[config.mk]
export PLATFORM = sky130hd
export DESIGN_NAME = phase_fault_status
export DESIGN_NICKNAME = d
export VERILOG_FILES = /design/src/inc/phase_fault_pkg.sv /design/src/rtl/phase_fault_status.sv /design/src/rtl/pin_sync3.sv
export SDC_FILE = /design/constraint.sdc
export NUM_CORES = 1
export LEC_CHECK = 0
export BUFFER_PORTS_ARGS = -buffer_cell sky130_fd_sc_hd__buf_2
export CAP_MARGIN = 0
export CORE_ASPECT_RATIO = 1.75
export CORE_MARGIN = 1
export CORE_UTILIZATION = 25
export DETAILED_ROUTE_END_ITERATION = 7
export PLACE_DENSITY_LB_ADDON = 0.05
export SETUP_SLACK_MARGIN = 0.5
export SYNTH_ARGS = -nofsm -noshare
export SYNTH_HDL_FRONTEND = slang
export SYNTH_SLANG_ARGS = --single-unit
export TNS_END_PERCENT = 30
[constraint.sdc]
create_clock -name clock -period 2.7 [get_ports clock]
set_input_delay 0 -clock clock [delete_from_list [all_inputs] [get_ports clock]]
set_output_delay 0 -clock clock [all_outputs]
set_load 0.01 [all_outputs]
[src/inc/phase_fault_pkg.sv]
`default_nettype none
package phase_fault_pkg;
  localparam int PHASE_COUNT = 4;
  localparam int SYNC_DEPTH = 3;
  localparam int REG_WIDTH = 8;
  localparam logic [7:0] OFF_LEVEL_ONE = 8'hd9;
  localparam logic [7:0] OFF_LEVEL_TWO = 8'hda;
  localparam logic [7:0] OFF_SYS_STATUS = 8'hdc;
  localparam logic [7:0] FLAGS_RESET = 8'h00;
  localparam logic [7:0] UNMAPPED_READ = 8'h00;
  localparam int BIT_DIRECTION = 0;
  localparam int BIT_POSITION_LO = 1;
  localparam int BIT_SWITCH_MODE = 3;
  localparam int BIT_PROTECT_MODE = 4;
  localparam int BIT_DRIVE_STYLE = 5;
  localparam int BIT_OUTPUT_READY = 7;
  localparam logic [1:0] POS_MASTER = 2'h0;

  typedef struct packed {
    logic [1:0] position;
    logic diode_emulation_n;
    logic hiccup;
    logic three_state;
  } strap_t;

  localparam strap_t STRAP_RESET = '0;

  typedef struct packed {
    logic output_ready;
    logic reserved;
    logic three_state;
    logic hiccup;
    logic diode_emulation_n;
    logic [1:0] position;
    logic step_up;
  } sys_status_t;
endpackage
`default_nettype wire

[src/rtl/phase_fault_status.sv]
`timescale 1ns/1ps
`default_nettype none
module phase_fault_status #(
  parameter int PHASES = phase_fault_pkg::PHASE_COUNT
) (
  input wire logic clock,
  input wire logic rst_n,
  input wire logic clk_en,
  input wire logic [PHASES-1:0] overcurrent_level_one_pin,
  input wire logic [PHASES-1:0] overcurrent_level_two_pin,
  input wire logic direction_select_pin,
  input wire logic [1:0] position_strap_pin,
  input wire logic mode_strap_pin,
  input wire logic protection_strap_pin,
  input wire logic drive_style_strap_pin,
  input wire logic init_active,
  input wire logic pulse_ready,
  input wire logic [7:0] reg_addr,
  input wire logic reg_wr,
  input wire logic [7:0] reg_wdata,
  input wire logic reg_rd,
  output logic [7:0] reg_rdata
);
  localparam int SYNC_W = 2 * PHASES + 6;

  generate
    if (PHASES < 1 || PHASES > phase_fault_pkg::REG_WIDTH)
    begin : g_bad
      $error("PHASES must lie between one and the register width");
    end
  endgenerate

  logic [SYNC_W-1:0] sync_level;
  logic [PHASES-1:0] lvl1_sync;
  logic [PHASES-1:0] lvl2_sync;
  logic dir_sync;
  phase_fault_pkg::strap_t strap_sync;
  logic [PHASES-1:0] lvl1_flags_ff;
  logic [PHASES-1:0] nxt_lvl1_flags;
  logic [PHASES-1:0] lvl2_flags_ff;
  logic [PHASES-1:0] nxt_lvl2_flags;
  phase_fault_pkg::strap_t strap_ff;
  phase_fault_pkg::sys_status_t sys_view;
  logic [7:0] reg_rdata_ff;
  logic [7:0] nxt_rdata;

  // Comparator outputs and straps are all asynchronous to this clock
  pin_sync3 #(
    .WIDTH(SYNC_W)
  ) u_sync (
    .clock(clock),
    .rst_n(rst_n),
    .clk_en(clk_en),
    .pin_in({overcurrent_level_one_pin, overcurrent_level_two_pin, direction_select_pin,
             position_strap_pin, mode_strap_pin, protection_strap_pin,
             drive_style_strap_pin}),
    .level_out(sync_level)
  );

  assign lvl1_sync = sync_level[SYNC_W-1 -: PHASES];
  assign lvl2_sync = sync_level[PHASES+5 -: PHASES];
  assign dir_sync = sync_level[5];
  assign strap_sync = sync_level[4:0];

  // Write of zero clears a flag; a fresh event in the same cycle wins
  always_comb
  begin
    nxt_lvl1_flags = lvl1_flags_ff;
    if (reg_wr && reg_addr == phase_fault_pkg::OFF_LEVEL_ONE)
      nxt_lvl1_flags = nxt_lvl1_flags & reg_wdata[PHASES-1:0];
    nxt_lvl1_flags = nxt_lvl1_flags | lvl1_sync;
  end

  always_comb
  begin
    nxt_lvl2_flags = lvl2_flags_ff;
    if (reg_wr && reg_addr == phase_fault_pkg::OFF_LEVEL_TWO)
      nxt_lvl2_flags = nxt_lvl2_flags & reg_wdata[PHASES-1:0];
    nxt_lvl2_flags = nxt_lvl2_flags | lvl2_sync;
  end

  always_ff @(posedge clock or negedge rst_n)
  begin
    if (!rst_n)
      lvl1_flags_ff <= PHASES'(phase_fault_pkg::FLAGS_RESET);
    else if (clk_en)
      lvl1_flags_ff <= nxt_lvl1_flags;
  end

  always_ff @(posedge clock or negedge rst_n)
  begin
    if (!rst_n)
      lvl2_flags_ff <= PHASES'(phase_fault_pkg::FLAGS_RESET);
    else if (clk_en)
      lvl2_flags_ff <= nxt_lvl2_flags;
  end

  // Straps follow the pins only during startup, frozen afterwards
  always_ff @(posedge clock or negedge rst_n)
  begin
    if (!rst_n)
      strap_ff <= phase_fault_pkg::STRAP_RESET;
    else if (clk_en && init_active)
      strap_ff <= strap_sync;
  end

  always_comb
  begin
    sys_view.step_up = dir_sync;
    sys_view.position = strap_ff.position;
    sys_view.diode_emulation_n = strap_ff.diode_emulation_n;
    sys_view.hiccup = strap_ff.hiccup;
    sys_view.three_state = strap_ff.three_state;
    sys_view.reserved = 1'b0;
    // Slaves do not own the driver enable, so never report ready
    sys_view.output_ready = pulse_ready &&
                            strap_ff.position == phase_fault_pkg::POS_MASTER;
  end

  always_comb
  begin
    case (reg_addr)
      phase_fault_pkg::OFF_LEVEL_ONE: nxt_rdata = 8'(lvl1_flags_ff);
      phase_fault_pkg::OFF_LEVEL_TWO: nxt_rdata = 8'(lvl2_flags_ff);
      phase_fault_pkg::OFF_SYS_STATUS: nxt_rdata = sys_view;
      default: nxt_rdata = phase_fault_pkg::UNMAPPED_READ;
    endcase
  end

  always_ff @(posedge clock or negedge rst_n)
  begin
    if (!rst_n)
      reg_rdata_ff <= 8'h00;
    else if (clk_en && reg_rd)
      reg_rdata_ff <= nxt_rdata;
  end

  assign reg_rdata = reg_rdata_ff;

  logic [7:0] last_addr_ff;
  always_ff @(posedge clock or negedge rst_n)
  begin
    if (!rst_n)
      last_addr_ff <= 8'h00;
    else if (clk_en && reg_rd)
      last_addr_ff <= reg_addr;
  end
endmodule
`default_nettype wire

[src/rtl/pin_sync3.sv]
`timescale 1ns/1ps
`default_nettype none
module pin_sync3 #(
  parameter int WIDTH = 1
) (
  input wire logic clock,
  input wire logic rst_n,
  input wire logic clk_en,
  input wire logic [WIDTH-1:0] pin_in,
  output logic [WIDTH-1:0] level_out
);
  logic [WIDTH-1:0] s1_ff;
  logic [WIDTH-1:0] s2_ff;
  logic [WIDTH-1:0] s3_ff;
  logic [WIDTH-1:0] level_ff;

  generate
    if (WIDTH < 1)
    begin : g_bad
      $error("pin_sync3 needs WIDTH of at least one");
    end
  endgenerate

  always_ff @(posedge clock or negedge rst_n)
  begin
    if (!rst_n)
    begin
      s1_ff <= '0;
      s2_ff <= '0;
      s3_ff <= '0;
    end
    else if (clk_en)
    begin
      s1_ff <= pin_in;
      s2_ff <= s1_ff;
      s3_ff <= s2_ff;
    end
  end

  // Change taken only where stages two and three agree
  always_ff @(posedge clock or negedge rst_n)
  begin
    if (!rst_n)
      level_ff <= '0;
    else if (clk_en)
      level_ff <= (s2_ff & s3_ff) | (level_ff & (s2_ff | s3_ff));
  end

  assign level_out = level_ff;
endmodule
`default_nettype wire

; After elaboration in Yosys (flattened, before gate mapping)
; Cells that the tools add are included.
[totals]
reg_bits = 77
[classes]
muxes = 3
n_eq_ne = 3
n_reduce_logical = 6
bitwise = 8
[op_table]
columns = operator, n
row1 = AND 14 bit, 2
row2 = OR 14 bit, 2
row3 = == test 8 bit (second input constant), 3
row4 = case mux 8 bit (3 select lines), 1
row5 = AND 4 bit, 2
row6 = 2-to-1 mux 4 bit, 2
row7 = OR 4 bit, 2
row8 = logical AND 1 bit, 5
row9 = logical NOT 2 bit, 1

; Depth between registers and ports, before layout
; Gate-level depths: netlist (run 1).
[logic_depth]
depth_word = 4
depth_mapped = 6
mapped_depth_nobuf = 4

; Hierarchy
; From an unflattened synthesis (run 1), not the netlist that was laid out.
[hier_totals]
cells_unflattened = 267
hier_area_um2 = 3367.0
[modules_own_cells]
columns = mod, area_each_um2, n_inst, cells_each, seq_area_each_um2
row1 = pin_sync3, 2253.4, 1, 156, 1401.3
row2 = phase_fault_status, 1113.6, 1, 111, 500.5

; Worst setup path before layout (run 1)
; No wires, ideal clock.
[synth_path]
path_type = input-to-reg
start = in reg_addr[5]
end = reg lvl1_flags_ff[0]
path_slack_ns = 1.551
t_arrival_ns = 1.023
path_stages = 5
n_path_buf = 1
required_ns = 2.573
setup_time_ns = 0.127
cell_sequence = nand4b_4 > or4_1 > buf_2 > o31ai_1 > nand2_1
[synth_between]
elab_chain_len = 4
[synth_rtl]
columns = element, line
row1 = start: declaration, phase_fault_status.sv:18  ; input wire logic [7:0] reg_addr,
row2 = == test 8 bit, phase_fault_status.sv:69  ; if (reg_wr && reg_addr == phase_fault_pkg::OFF_LEVEL_ONE)
row3 = logical AND 1 bit, phase_fault_status.sv:69
row4 = 2-to-1 mux 4 bit, phase_fault_status.sv:69
row5 = OR 4 bit, phase_fault_status.sv:71  ; nxt_lvl1_flags = nxt_lvl1_flags | lvl1_sync;
row6 = end signal: assignment, phase_fault_status.sv:85  ; lvl1_flags_ff <= PHASES'(phase_fault_pkg::FLAGS_RESET);
row7 = end signal: assignment, phase_fault_status.sv:87  ; lvl1_flags_ff <= nxt_lvl1_flags;
row8 = end: declaration, phase_fault_status.sv:38  ; logic [PHASES-1:0] lvl1_flags_ff;
; Every way passes these cells.
; A chain may end at the register's enable or synchronous reset.

; Worst setup path in the final report (run 1)
[layout_path]
start = in clk_en
end = reg reg_rdata_ff[3], in the netlist reg_rdata[3]
[layout_between]
elab_chain_len = 1
[layout_rtl]
columns = element, line
row1 = start: declaration, phase_fault_status.sv:8  ; input wire logic clk_en,
row2 = logical AND 1 bit, --
row3 = end signal: assignment, phase_fault_status.sv:135  ; reg_rdata_ff <= nxt_rdata;
row4 = end: declaration, phase_fault_status.sv:44  ; logic [7:0] reg_rdata_ff;
; Every way passes these cells.

==> results.cfg, run 1 <==
[route]
drc = 0
first_pass_iters = 4
wl_um = 6071
detail_route.wl_per_cell_um = 12.60
dr.first_iter.drc_count = 76
via_per_inst = 4.351
vias = 2097
drtAntennaViolNets = 0

[global_routing]
grt_first_pass_wirelength_um = 10140
grt_max_degree = 77
grt_pass1_vias = 1936
antenna_found_initial = 0
overflow = 0
grt_usage = 0.1041

[sta]
relSlewSlack = 0.3322
fin_crit_sh = 0.4869
fmax_mhz = 760.6
setup_violations = 0
finalMaxSlewViolations = 0
worstMarginPinSlew_ns = 1.002
rsz0062_at_grt = false
setup_tns_ns = 0
hold_viol = 0
finClkSkew_ns = 0.006330
period_minus_slack_ns = 1.315

[worst_setup_path]
critPathKind = in2reg
ff2ff_setup_slack_ns = 1.60
cp_data_arrival_time_ns = 1.58
path_max_fanout = 20
critPathLaunchType = input pin
worstPathRequired_ns = 2.96
endpoint_kind = register

[yosys]
ys_seq_area_frac = 0.6032
yosysWarnings = 0
avgSynthCellArea_um2 = 12.46
synthCells = 253
synth_fp_nets = 290
synth-seq-cells = 76
netlist_area_um2 = 3153
synthDistinctLibCells = 23

[cts]
cts.path.max_buffers = 2
numCtsBuffers = 9
clock-root-buffer = clkbuf_16
cts_tree = built
cts_max_level = 3
clk_latency_ns = 0.33
clk_pin_slew_ns = 0.06
cts_num_sinks = 76

[layout]
nNetsFinal = 349
num_antenna_cells = 0
fillers = 1244
drive_gt1_frac = 0.3281
final_util = 0.3348
fin_area_um2 = 4063
area.growth.synth_to_final_pct = 28.85

[die]
initial_core_util = 0.2598
die_height_um = 150.6
die_area_um2 = 13080
fp-row-count = 53
ios = 45
die_w_um = 86.90
core-area_um2 = 12140

[placement]
gp_congestion = 0.6575
dp_hpwl_um = 3877
postPlaceCellArea_um2 = 3525
port_buffers = 39

[run_status]
status = completed

[power_and_ir_drop]
power.leakage_nw = 1.747
ir_drop_v = 0.0002655
power_density_nw_per_um2 = 777.5

[worst_hold_path]
min_path_type = in2reg

[run]
max-cap-violations = 0
==> synth_stat cells (all sizes together) <==
cell type / number / area share
nor2: 14 / 0.017
or4: 1 / 0.0024
buf: 9 / 0.013
nand2: 23 / 0.027
xor2: 1 / 0.0028
a32o: 1 / 0.0032
mux2: 47 / 0.17
dfrtp: 76 / 0.60
nand2b: 17 / 0.034
inv: 1 / 0.0012
a21oi: 28 / 0.044
a22o: 12 / 0.033
conb: 1 / 0.0012
o31ai: 8 / 0.019
nor4: 2 / 0.0060
clkbuf: 3 / 0.0036
nor2b: 2 / 0.0040
nand4b: 1 / 0.0075
nor3: 2 / 0.0032
o21ai: 4 / 0.0063
==> routing by layer <==
| layer | GRT usage | wire [um] | vias up |
|---|---|---|---|
| met5 | 0 | 0 | - |
| met2 | 0.1535 | 2765 | 41 |
| met1 | 0.1371 | 2932 | 1031 |
| met3 | 0.02796 | 229 | 9 |
| li1 | - | - | 1016 |
| met4 | 0.05750 | 143 | 0 |
==> metrics by stage <==
stage	hold slack, ns	power [mW]	std cells	setup WS [ns]
global route	0.1245	3.345	482	1.213
floorplan	-0.2956	1.692	253	1.551
finish	0.09954	3.159	482	1.385
CTS	0.09404	3.225	482	1.320
detailed placement	0.2361	1.825	446	0.9747
global placement	0.2333	1.803	446	0.9844
==> logic make-up after synthesis <==
| kind of cell | synth area share |
|---|---|
| buffers and inverters | 0.01786 |
| other | 0.001189 |
| XOR/XNOR | 0.002778 |
| flip-flops | 0.6032 |
| AO/OA/AOI/OAI | 0.1063 |
| multiplexers | 0.1679 |
| AND/OR/NAND/NOR | 0.1008 |
==> final timing paths <==
check / start / end / cells past startpoint
max in group asynchronous: rst_n / u_sync.s1_ff[3] / 2
min in group asynchronous: rst_n / u_sync.s2_ff[8] / 2
worst min-delay path: reg_addr[0] / reg_rdata[4] / 4
worst min register to register: reg_rdata[4] / reg_rdata[4] / 2
worst max register to register: lvl1_flags_ff[3] / reg_rdata[3] / 3
worst max-delay path: clk_en / reg_rdata[3] / 4
==> worst max-delay path, stage by stage <==
cell and delay [ns]:
buf_2 0.37, nand2_1 0.34, nor4_1 0.65, a22o_1 0.22
==> area by class of cell <==
class | instances | area, um2 | area share
clock buffers | 13 | 270.3 | 0.06652
clock inverters | 3 | 67.56 | 0.01663
repair buffers | 60 | 417.9 | 0.1029
inverters | 1 | 3.754 | 0.0009239
well taps | 165 | 206.4 | 0.05082
multi-input cells | 164 | 1195 | 0.2941
flip-flops and latches | 76 | 1902 | 0.4681
==> what timing repair did <==
item	4_1_cts	5_1_grt
setup buffers	0	0
resized for setup	0	0
hold buffers	20	0
hold endpoints to repair	99	0
==> power by group <==
part | switching (mW) | internal [mW]
Sequential | 0.130 | 1.32
Clock | 0.457 | 0.885
Combinational | 0.153 | 0.209
Total | 0.739 | 2.42
==> sequential cells by signal, summed over array words and instances, names as in the netlist <==
name / count
strap_ff: 5
u_sync.level_out: 14
lvl2_flags_ff: 4
u_sync.s1_ff: 14
u_sync.s2_ff: 14
u_sync.s3_ff: 14
reg_rdata: 7
lvl1_flags_ff: 4
==> cells in the final DEF (no fill, tap or decap) <==
| master | instances |
|---|---|
| dfrtp_1 | 76 |
| mux2_2 | 47 |
| buf_2 | 38 |
| a21oi_1 | 28 |
| nand2_1 | 23 |
| dlygate4sd3_1 | 20 |
| nand2b_1 | 17 |
| nor2_1 | 14 |
| a22o_1 | 12 |
| clkbuf_16 | 9 |
| o31ai_1 | 8 |
| o21ai_0 | 4 |
| clkbuf_8 | 3 |
| nor3_1 | 2 |
| nor2b_1 | 2 |
| bufinv_16 | 2 |
| inv_1 | 1 |
| nand4b_4 | 1 |
| nor4_2 | 1 |
| xor2_1 | 1 |
| nor4_1 | 1 |
| a32o_1 | 1 |
| or4_1 | 1 |
| conb_1 | 1 |
| clkinvlp_4 | 1 |
| clkbuf_1 | 1 |
| buf_4 | 1 |
| buf_12 | 1 |
Power figures use the tool's default switching activity.
==> run 2, diff against run 1 <==
ABC_AREA = 1   (was not set)
clock period = 1.1 ns   (was 2.7 ns; I/O delays follow)
==> results.cfg, run 2 <==
[worst_setup_path]
critical-path-top-delay-family = flip-flops
worstPathRequired_ns = 1.10
critPathKind = reg2out
cp_data_arrival_time_ns = 0.85
path_max_fanout = 2
critPathLaunchType = register
critPathBufInv = 1
critPathMaxStageDelay_ns = 0.37
slowest_stage = dfrtp_1
path_cells = buf_2
endpoint_kind = output port

[yosys]
synth-seq-cells = 76
synthMostInstantiatedCell = nand2_1
yosysWarnings = 0
synth_top_cell_area_share = 0.6020
netlist_area_um2 = 3159
synthDistinctLibCells = 18
ys.flop_type = dfrtp_1
synth_fp_nets = 397
synthCells = 360
synth_area_leaders = dfrtp_1 60%, nand2_1 17%, o21ai_1 5.9%
ys_async_sr_fraction = 1.000
avgSynthCellArea_um2 = 8.776
ys_top_cells_by_count = 146 x nand2_1, 76 x dfrtp_1, 37 x o21ai_1
yosysTopAreaCell = dfrtp_1
ys_seq_area_frac = 0.6020
synth_edf_count = 0

[layout]
drive_gt1_frac = 0.2557
layout_common_cells = 144 x nand2_1, 76 x dfrtp_1, 38 x buf_2, 37 x o21ai_1, 20 x nor2_1
fillers = 1327
final_util = 0.3496
num_antenna_cells = 0
area.growth.synth_to_final_pct = 36.83
nNetsFinal = 470
layout.cells.most_common = nand2_1

[cts]
cts_num_sinks = 76
cts_max_level = 3
clk_pin_slew_ns = 0.06
cts_tree = built
numCtsBuffers = 9
clock-root-buffer = clkbuf_16
cts_hold_buf = 15
cts.path.max_buffers = 2
clk_latency_ns = 0.33

[die]
ios = 45
die_area_um2 = 13110
die_w_um = 86.98
die_height_um = 150.7
fp-row-count = 54
initial_core_util = 0.2555
core-area_um2 = 12360

[route]
vias = 2522
dr.first_iter.drc_count = 98
via_per_inst = 4.162
wl_um = 7129
first_pass_iters = 6
drtAntennaViolNets = 0
drc = 0
detail_route.wl_per_cell_um = 11.76

[sta]
period_minus_slack_ns = 0.8466
finClkSkew_ns = 0.004825
fmax_mhz = 1181
holdWs_ns = -0.4145
rsz0062_at_grt = true
setup_tns_ns = 0
setup_violations = 0
hold_viol = 84
setup_slack_ns = 0.2534
finalMaxSlewViolations = 0
fin_crit_sh = 0.7697

[placement]
pre_cts_ws_ns = 0.1250
port_buffers = 39
gp_congestion = 0.6923
dp_hpwl_um = 4674

[global_routing]
overflow = 0
antenna_found_initial = 0
grt_usage = 0.1231
grt_first_pass_wirelength_um = 12100
grt_max_degree = 35
grt_pass1_vias = 2471

[run]
max-cap-violations = 0

[run_status]
violations = hold timing
status = finished with violations

[power_and_ir_drop]
ir_drop_v = 0.0006798
power.leakage_nw = 2.138
power_density_nw_per_um2 = 1751
total_power_mw = 7.568

[worst_hold_path]
min_path_type = in2async
## run 2: changes by cell type in the layout (fill, tap and decap cells not counted), sizes merged, moves of 5 or more
cell         previous run  this run
nand2                  23       152
mux2                   47         0
o21ai                   4        37
a21oi                  28         0
buf                    40        61
inv                     1        20
nand3                   0        18
nand2b                 17         0
nor2                   14        28
a22o                   12         0
o211ai                  0        12
o31ai                   8         0
dlygate4sd3            20        15
## run 2: power by group
part / total (mW) / internal, mW / switching (mW)
sequential: 3.39 / 3.15 / 0.242
clock: 3.34 / 2.21 / 1.13
combinational: 0.839 / 0.395 / 0.443
total: 7.57 / 5.75 / 1.82
## run 2: through the flow
step / cell area [um2] / instances
global placement: 3661 / 562
finish: 4323 / 606
CTS: 4199 / 597
floorplan: 3202 / 360
global route: 4323 / 606
detailed placement: 3661 / 562
## run 2: layout make-up
type,instances,area (um2),share of cell area
multi-input combinational,250,1204,0.2784
inverter,20,95.09,0.02200
tap,168,210.2,0.04863
clock inverter,5,100.1,0.02315
timing repair buffer,76,579.3,0.1340
sequential,76,1902,0.4399
clock buffer,11,232.7,0.05383
## run 2: layer usage
| metal | track usage | wire (um) |
|---|---|---|
| met5 | 0 | 0 |
| met4 | 0.06167 | 170 |
| met3 | 0.02961 | 233 |
| met2 | 0.2004 | 3401 |
| met1 | 0.1501 | 3323 |
## run 2: cells by family after synthesis
kind of cell	Yosys count	synth area share
simple gates	200	0.2602
compound gates	49	0.08713
other cells	1	0.001187
buf+inv	34	0.04951
flops	76	0.6020
## run 2: worst reg2reg max path, cell delays in order (launching register included)
cell     delay [ns]
dfrtp_1        0.42
nand3_2        0.11
nand3_2        0.08
nand2_1        0.07
nand2_1        0.04
## run 2: repair_timing
item / 4_1_cts / 5_1_grt
pin swaps: 12 / 6
endpoints found under the hold margin: 99 / 79
buffers inserted: 4 / 9
resized for setup: 5 / 13
endpoints found under the setup margin: 71 / 83
## run 2: path summary, 6_finish.rpt
check | endpoint | cells after the start | startpoint | slack [ns]
max in group asynchronous | u_sync.s2_ff[12] | 2 | rst_n | 1.05
max | reg_rdata[3] | 1 | reg_rdata[3] | 0.25
min | reg_rdata[5] | 1 | rst_n | -0.41
min reg2reg | u_sync.s1_ff[4] | 2 | u_sync.s1_ff[4] | 0.47
max reg2reg | reg_rdata[1] | 4 | strap_ff[3] | 0.26
min in group clock | lvl1_flags_ff[1] | 5 | reg_wdata[1] | -0.03
